<file path="src/trig_route_pkg.sv">
// Constants shared by the front trigger port router and its line mux.
// Assumes one synchronous clock domain and no software register bus.
//
// Contract
// - One active driver per line and segment.
// - Input port fans out to many lines.
// - Output port sourced from one line.
// - Ports always active, changes apply immediately.
// - Input default selects no lines at all.
// - Conflicting settings accepted, never rejected.
// - Input selection dropped where bridge route exists.
package trig_route_pkg;

  localparam int NUM_PORTS = 2;
  localparam int NUM_LINES = 8;
  localparam int NUM_SEGS = 2;
  localparam int SEL_W = 3;

  // Index of segment 2 and segment 3 within the segment dimension.
  localparam int SEG_LO = 0;
  localparam int SEG_HI = 1;

  // Direction encoding of a port.
  localparam logic DIR_INPUT = 1'b0;
  localparam logic DIR_OUTPUT = 1'b1;

  // Reset values.
  localparam logic DIR_RST = DIR_INPUT;
  localparam logic [NUM_LINES-1:0] MASK_RST = 8'h00;
  localparam logic [SEL_W-1:0] LINE_SEL_RST = 3'h0;
  localparam logic SEG_SEL_RST = 1'b0;

  // Port configuration state, Gray coded along reset, input, output.
  typedef enum logic [1:0]
  {
    ST_RESET = 2'b00,
    ST_IN = 2'b01,
    ST_OUT = 2'b11
  } port_state_t;

endpackage

</file>
<file path="src/trig_line_mux.sv">
// Selects one backplane trigger line of one segment for an output port.
// Assumes line vectors are synchronous; the caller registers only the chosen level.
`timescale 1ns/1ps
module trig_line_mux
  import trig_route_pkg::*;
(
  input wire logic [NUM_LINES-1:0] seg_lo_lines, // Segment 2 line levels.
  input wire logic [NUM_LINES-1:0] seg_hi_lines, // Segment 3 line levels.
  input wire logic [SEL_W-1:0] line_sel, // Chosen line index.
  input wire logic seg_sel, // Chosen segment, 1 for segment 3.
  output logic out_level // Level of the single chosen line.
);

  // Exactly one line feeds the output.
  always_comb
  begin
    out_level = seg_sel ? seg_hi_lines[line_sel] : seg_lo_lines[line_sel];
  end

endmodule // trig_line_mux

</file>
<file path="src/front_trigger_port_router.sv">
// Routes two front trigger ports to backplane trigger segments 2 and 3.
// Assumes all inputs synchronous to CORE_CLK; pins resolved outside.
`timescale 1ns/1ps
module front_trigger_port_router
  import trig_route_pkg::*;
(
  input wire logic CORE_CLK, // System clock, 100 MHz.
  input wire logic NRST, // Synchronous reset, active low.
  input wire logic [NUM_PORTS-1:0] CFG_WE, // Config write strobe per port.
  input wire logic [NUM_PORTS-1:0] CFG_DIR, // New direction, 1 is output.
  input wire logic [2*NUM_PORTS*NUM_LINES-1:0] CFG_MASK, // Input fan-out.
  input wire logic [NUM_PORTS*SEL_W-1:0] CFG_LINE, // Output source line.
  input wire logic [NUM_PORTS-1:0] CFG_SEG, // Output source segment.
  input wire logic [NUM_LINES-1:0] ROUTE_LO, // Bridge route into segment 2.
  input wire logic [NUM_LINES-1:0] ROUTE_HI, // Bridge route into segment 3.
  input wire logic [NUM_PORTS-1:0] PORT_IN, // Front port pin input level.
  output logic [NUM_PORTS-1:0] PORT_OUT, // Front port pin drive level.
  output logic [NUM_PORTS-1:0] PORT_OE_N, // Front port enable, low drives.
  input wire logic [NUM_LINES-1:0] SEG_LO_IN, // Segment 2 line levels.
  input wire logic [NUM_LINES-1:0] SEG_HI_IN, // Segment 3 line levels.
  output logic [NUM_LINES-1:0] SEG_LO_OUT, // Segment 2 drive levels.
  output logic [NUM_LINES-1:0] SEG_LO_OE_N, // Segment 2 enable, low drives.
  output logic [NUM_LINES-1:0] SEG_HI_OUT, // Segment 3 drive levels.
  output logic [NUM_LINES-1:0] SEG_HI_OE_N // Segment 3 enable, low drives.
);

  ////////////////////////////////////////////////////////////////////////////
  // Configuration state per port.

  port_state_t st_q [NUM_PORTS];
  port_state_t st_d [NUM_PORTS];
  logic [NUM_LINES-1:0] mlo_q [NUM_PORTS];
  logic [NUM_LINES-1:0] mlo_d [NUM_PORTS];
  logic [NUM_LINES-1:0] mhi_q [NUM_PORTS];
  logic [NUM_LINES-1:0] mhi_d [NUM_PORTS];
  logic [SEL_W-1:0] lsel_q [NUM_PORTS];
  logic [SEL_W-1:0] lsel_d [NUM_PORTS];
  logic ssel_q [NUM_PORTS];
  logic ssel_d [NUM_PORTS];
  logic [NUM_PORTS-1:0] mux_lvl;

  // True when a port state means it drives the backplane.
  function automatic logic is_input(input port_state_t s);
    is_input = (s == ST_IN);
  endfunction

  // True when a port state means it drives its front pin instead.
  function automatic logic is_output(input port_state_t s);
    is_output = (s == ST_OUT);
  endfunction

  genvar p;
  generate
    for (p = 0; p < NUM_PORTS; p++)
    begin : g_port
      // Next configuration; any write applies with no commit step.
      always_comb
      begin
        st_d[p] = st_q[p];
        mlo_d[p] = mlo_q[p];
        mhi_d[p] = mhi_q[p];
        lsel_d[p] = lsel_q[p];
        ssel_d[p] = ssel_q[p];
        // Decode the present state; a write below may still override it.
        case (st_q[p])
          ST_RESET:
          begin
            // Reset lasts one cycle, so a write right after it still lands.
            st_d[p] = ST_IN;
          end
          ST_IN:
          begin
            st_d[p] = ST_IN;
          end
          ST_OUT:
          begin
            st_d[p] = ST_OUT;
          end
          default:
          begin
            // An unused code falls back to an input that drives nothing.
            st_d[p] = ST_IN;
            mlo_d[p] = MASK_RST;
            mhi_d[p] = MASK_RST;
          end
        endcase
        if (CFG_WE[p])
        begin
          // Settings are taken as given, even when they clash.
          if (CFG_DIR[p] == DIR_OUTPUT)
          begin
            st_d[p] = ST_OUT;
            lsel_d[p] = CFG_LINE[p*SEL_W +: SEL_W];
            ssel_d[p] = CFG_SEG[p];
          end
          else if (is_output(st_q[p]))
          begin
            // Turning to input starts with no lines driven.
            st_d[p] = ST_IN;
            mlo_d[p] = MASK_RST;
            mhi_d[p] = MASK_RST;
          end
          else
          begin
            st_d[p] = ST_IN;
            mlo_d[p] = CFG_MASK[(2*p)*NUM_LINES +: NUM_LINES];
            mhi_d[p] = CFG_MASK[(2*p+1)*NUM_LINES +: NUM_LINES];
          end
        end
      end

      // Registers only; reset loads ST_RESET, then input, with nothing selected.
      always_ff @(posedge CORE_CLK)
      begin
        if (!NRST)
        begin
          st_q[p] <= ST_RESET;
          mlo_q[p] <= MASK_RST;
          mhi_q[p] <= MASK_RST;
          lsel_q[p] <= LINE_SEL_RST;
          ssel_q[p] <= SEG_SEL_RST;
        end
        else
        begin
          st_q[p] <= st_d[p];
          mlo_q[p] <= mlo_d[p];
          mhi_q[p] <= mhi_d[p];
          lsel_q[p] <= lsel_d[p];
          ssel_q[p] <= ssel_d[p];
        end
      end

      trig_line_mux u_mux
      (
        .seg_lo_lines(SEG_LO_IN),
        .seg_hi_lines(SEG_HI_IN),
        .line_sel(lsel_q[p]),
        .seg_sel(ssel_q[p]),
        .out_level(mux_lvl[p])
      );
    end
  endgenerate

  ////////////////////////////////////////////////////////////////////////////
  // Drive computation.

  logic [NUM_LINES-1:0] lo_out_d;
  logic [NUM_LINES-1:0] lo_oen_d;
  logic [NUM_LINES-1:0] hi_out_d;
  logic [NUM_LINES-1:0] hi_oen_d;
  logic [NUM_PORTS-1:0] pout_d;
  logic [NUM_PORTS-1:0] poen_d;
  logic [NUM_LINES-1:0] lo_out_q;
  logic [NUM_LINES-1:0] lo_oen_q;
  logic [NUM_LINES-1:0] hi_out_q;
  logic [NUM_LINES-1:0] hi_oen_q;
  logic [NUM_PORTS-1:0] pout_q;
  logic [NUM_PORTS-1:0] poen_q;
  logic [NUM_LINES-1:0] lo_claim;
  logic [NUM_LINES-1:0] hi_claim;

  // Each line takes at most one port, lowest port first, and never a line
  // that a bridge route already feeds. A clash of two ports is resolved by
  // priority rather than flagged, since nothing reports errors here.
  always_comb
  begin
    lo_out_d = '0;
    hi_out_d = '0;
    lo_claim = '0;
    hi_claim = '0;
    for (int i = 0; i < NUM_PORTS; i++)
    begin
      if (is_input(st_q[i]))
      begin
        for (int l = 0; l < NUM_LINES; l++)
        begin
          // Selection under a route is dropped silently.
          if (mlo_q[i][l] && !ROUTE_LO[l] && !lo_claim[l])
          begin
            lo_claim[l] = 1'b1;
            lo_out_d[l] = PORT_IN[i];
          end
          if (mhi_q[i][l] && !ROUTE_HI[l] && !hi_claim[l])
          begin
            hi_claim[l] = 1'b1;
            hi_out_d[l] = PORT_IN[i];
          end
        end
      end
    end
    lo_oen_d = ~lo_claim;
    hi_oen_d = ~hi_claim;
    for (int i = 0; i < NUM_PORTS; i++)
    begin
      poen_d[i] = is_output(st_q[i]) ? 1'b0 : 1'b1;
      pout_d[i] = is_output(st_q[i]) ? mux_lvl[i] : 1'b0;
    end
  end

  // Output flops; reset releases every pin so nothing is driven.
  always_ff @(posedge CORE_CLK)
  begin
    if (!NRST)
    begin
      lo_out_q <= '0;
      hi_out_q <= '0;
      lo_oen_q <= '1;
      hi_oen_q <= '1;
      pout_q <= '0;
      poen_q <= '1;
    end
    else
    begin
      lo_out_q <= lo_out_d;
      hi_out_q <= hi_out_d;
      lo_oen_q <= lo_oen_d;
      hi_oen_q <= hi_oen_d;
      pout_q <= pout_d;
      poen_q <= poen_d;
    end
  end

  assign SEG_LO_OUT = lo_out_q;
  assign SEG_LO_OE_N = lo_oen_q;
  assign SEG_HI_OUT = hi_out_q;
  assign SEG_HI_OE_N = hi_oen_q;
  assign PORT_OUT = pout_q;
  assign PORT_OE_N = poen_q;

endmodule // front_trigger_port_router

</file>
<file path="config.mk">
export PLATFORM = sky130hd
export DESIGN_NAME = front_trigger_port_router
export DESIGN_NICKNAME = d
export VERILOG_FILES = /design/src/trig_route_pkg.sv /design/src/trig_line_mux.sv /design/src/front_trigger_port_router.sv
export SDC_FILE = /design/constraint.sdc
export NUM_CORES = 1
export LEC_CHECK = 0
export ABC_AREA = 1
export BUFFER_PORTS_ARGS = -buffer_cell sky130_fd_sc_hd__buf_4
export CAP_MARGIN = 20
export CELL_PAD_IN_SITES_DETAIL_PLACEMENT = 1
export CELL_PAD_IN_SITES_GLOBAL_PLACEMENT = 1
export CORE_MARGIN = 10
export CORE_UTILIZATION = 30
export DETAILED_ROUTE_END_ITERATION = 12
export PLACE_DENSITY_LB_ADDON = 0.05
export SLEW_MARGIN = 40
export SYNTH_ARGS = -nofsm -noshare
export SYNTH_HDL_FRONTEND = slang
export SYNTH_HIERARCHICAL = 1
export SYNTH_SLANG_ARGS = --single-unit
</file>
<file path="constraint.sdc">
create_clock -name CORE_CLK -period 1.36 [get_ports CORE_CLK]
set_input_delay 0.272 -clock CORE_CLK [delete_from_list [all_inputs] [get_ports CORE_CLK]]
set_output_delay 0.272 -clock CORE_CLK [all_outputs]
set_load 0.03 [all_outputs]
</file>
==> metrics.md <==
| Metric | Value |
|---|---|
| Worst hold path class | `input port to register` |
| CP endpoint kind | `register` |
| Largest net degree at the start of global routing | `27` |
| Ports | `between 100 and 150` |
| CTS Buf Count | `9` |
| Seq cells post-synth | `79` |
| Tcrit/Tclk final | `0.877` |
| Crit Path Max Fanout | `5` |
| DP HPWL | `about 10 mm` |
| Number of synthesized flops with an enable pin | `1` |
| Int Pwr | `4250 uW` |
| Root buffer cell | `clkbuf_16` |
| Setup Skew | `0.00720 ns` |
| Top cell type's share of synthesized area | `0.423` |
| First-pass GRT wire length | `21.1 mm` |
| # placed instances | `roughly 830` |
| Slew @ Worst Pin | `0.399 ns` |
| CTS tree | `done` |
| Setup TNS | `0 ns` |
| CP startpoint kind | `register` |
| Layout Cells excl Fill | `845` |
| Leakage | `around 0.0024 uW` |
| RSZ-0062 raised after global routing | `false` |
| Psw | `approximately 1500 uW` |
| Synth Area per Inst | `approximately 6.5 um^2` |
| Setup-failing EPs final | `0` |
| DRC | `0` |
| Final Max Tran Viols | `0` |
| Relative slew slack | `0.733` |
| Worst vdd ir | `0.439 mV` |
| Synth Instances | `~570` |
| WL per Instance | `15.9 um` |
| Starting density of the core | `0.307` |
| Nets | `between 700 and 800` |
| Post-CTS resize count | `0` |
| Top post-synthesis cells by area | `dfxtp_1 (42%), nand3_1 (12%), nor2_1 (12%)` |
| Async SR Flop Fraction | `0` |
| Fin util | `0.429` |
| Synth cell count leaders | `nor2_1 (116), nand2_1 (110), nand3_1 (92), dfxtp_1 (78), inv_1 (75)` |
| Clock Path Buffers | `2` |
| # port buffers | `around 120` |
| Post-synth cell types | `18` |
| Critical Path RT | `around 1.6 ns` |
| Total Routing Usage GR | `0.160` |
| Worst-path clk slew | `around 0.06 ns` |
| Status | `complete, no violations` |
| Antenna diode count | `0` |
| Synth warnings | `6` |
| Chip width | `131 um` |
| Power Density | `about 1100 nW/um^2` |
| Top_reg_cell synth | `dfxtp_1` |
| DR vias/cell | `4.63` |
| P&R area growth vs syn | `39.8%` |
| Standard-cell rows | `40` |
| Fin. Hold Viols | `0` |
| Initial antenna violation count | `0` |
| Maxcap violations | `0` |
| Routed Antenna Nets | `0` |
| Critical path arrival | `1.39 ns` |
| Register share of total power | `0.427` |
| Clock share of power | `0.426` |
| Final Critical Period | `1.19 ns` |
| Setup CP Type | `register to register` |
| Via count | `approximately 3900` |
| Top-count cell post-synth | `nor2_1` |
| Vias in the first global route | `about 4000` |
| Syn Std Cell Area | `between 3000 and 4000 um^2` |
| DRT Wirelength | `about 13 mm` |
| Worst-Skew Late Latency | `~0.34 ns` |
| DIE AREA | `between 15000 and 20000 um^2` |
| Initial DRC count | `~190` |
| Sw Share | `0.262` |
| Fmax | `between 0.8 and 0.9 GHz` |
| GPL Wtd Cong | `slightly above 0.8` |
| Syn nets | `around 650` |
| Num Clock Sinks | `approximately 80` |
| Htree depth | `3` |
| GR Overflow Total | `0` |
| Seq/Total Area, Yosys | `0.431` |
| Number of setup buffers added after CTS | `0` |
| DRT Pass-1 Iters | `4` |
| Area leader, netlist | `dfxtp_1` |
| Core area | `between 10000 and 15000 um^2` |
| Combinational Power Share | `0.147` |
| Hold_buf cts | `0` |
| Die Ht | `between 100 and 150 um` |
| Layout cells sized above 1 | `0.245` |
cell type report:
type | instances | area [um^2]
clock buffers | 11 | 243
multi-input cells | 384 | 1650
well taps | 147 | 184
clock inverters | 5 | 56.3
flip-flops and latches | 79 | 1590
fillers | 1565 | 6860
repair buffers | 137 | 1100
inverters | 82 | 323
sequential cells by signal, summed over array words and instances (netlist names):
signal and cells:
PORT_OE_N 2, SEG_LO_OUT 8, st_q 3, ssel_q 2, lsel_q 6, SEG_HI_OUT 8
SEG_HI_OE_N 8, mlo_q 16, SEG_LO_OE_N 8, mhi_q 16, PORT_OUT 2
per-stage QoR:
stage	hold slack (ns)	cell area [um^2]	worst slack, ns	power (uW)
floorplan	0.300	3690	0.264	2920
global placement	0.458	4860	0.144	3350
detailed placement	0.468	4860	0.121	3360
CTS	0.157	5150	0.112	5850
global route	0.170	5160	0.0655	6050
finish	0.165	5160	0.167	5760
kinds of logic after synthesis:
group | synth area share
DFF | 0.431
buffers and inverters | 0.120
and+or+nand+nor | 0.375
AOI/OAI and AO/OA | 0.0733
critical path, cell delays in order (launching register included):
cell and delay [ns]:
dfxtp_2 0.36, inv_1 0.09, nor2_1 0.16, inv_1 0.11
buf_4 0.17, nor2_1 0.07, o21ai_0 0.10
cells in the final DEF (no fill, tap or decap):
cell type,n
clkbuf_16,9
a21oi_1,19
bufinv_16,1
clkinv_1,1
inv_2,4
dfxtp_1,77
dfxtp_2,1
inv_8,2
clkbuf_1,1
buf_4,131
edfxtp_1,1
inv_1,75
clkinv_2,2
nand3_1,92
inv_6,1
buf_12,6
nand2_1,110
nor2_1,116
nand2_2,11
clkbuf_8,1
nor2_2,1
o21ai_0,35
clkinvlp_4,1
routing by layer:
metal	global-route usage	part of all wire
met5	0	0
met3	0.0391	0.055
met4	0.0517	0.012
met1	0.199	0.45
met2	0.265	0.48
power by group through the flow:
stage	Sequential [uW]	Combinational [uW]	Clock, uW
global placement	2510	837	0
floorplan	2520	393	0
detailed placement	2510	852	0
CTS	2460	857	2540
global route	2470	941	2630
finish	2460	846	2450
path summary, 6_finish.rpt:
kind / start / slack (ns) / end / cells past startpoint
max: st_q[1][0]$_DFF_P_ / 0.17 / SEG_LO_OE_N[5]$_SDFF_PN1_ / 6
min reg2reg: mhi_q[1][2]$_SDFF_PN0_ / 0.47 / mhi_q[1][2]$_SDFF_PN0_ / 2
max reg2reg: st_q[1][0]$_DFF_P_ / 0.17 / SEG_LO_OE_N[5]$_SDFF_PN1_ / 6
min: CFG_MASK[26] / 0.17 / mhi_q[1][2]$_SDFF_PN0_ / 3
Power figures use the tool's default switching activity.
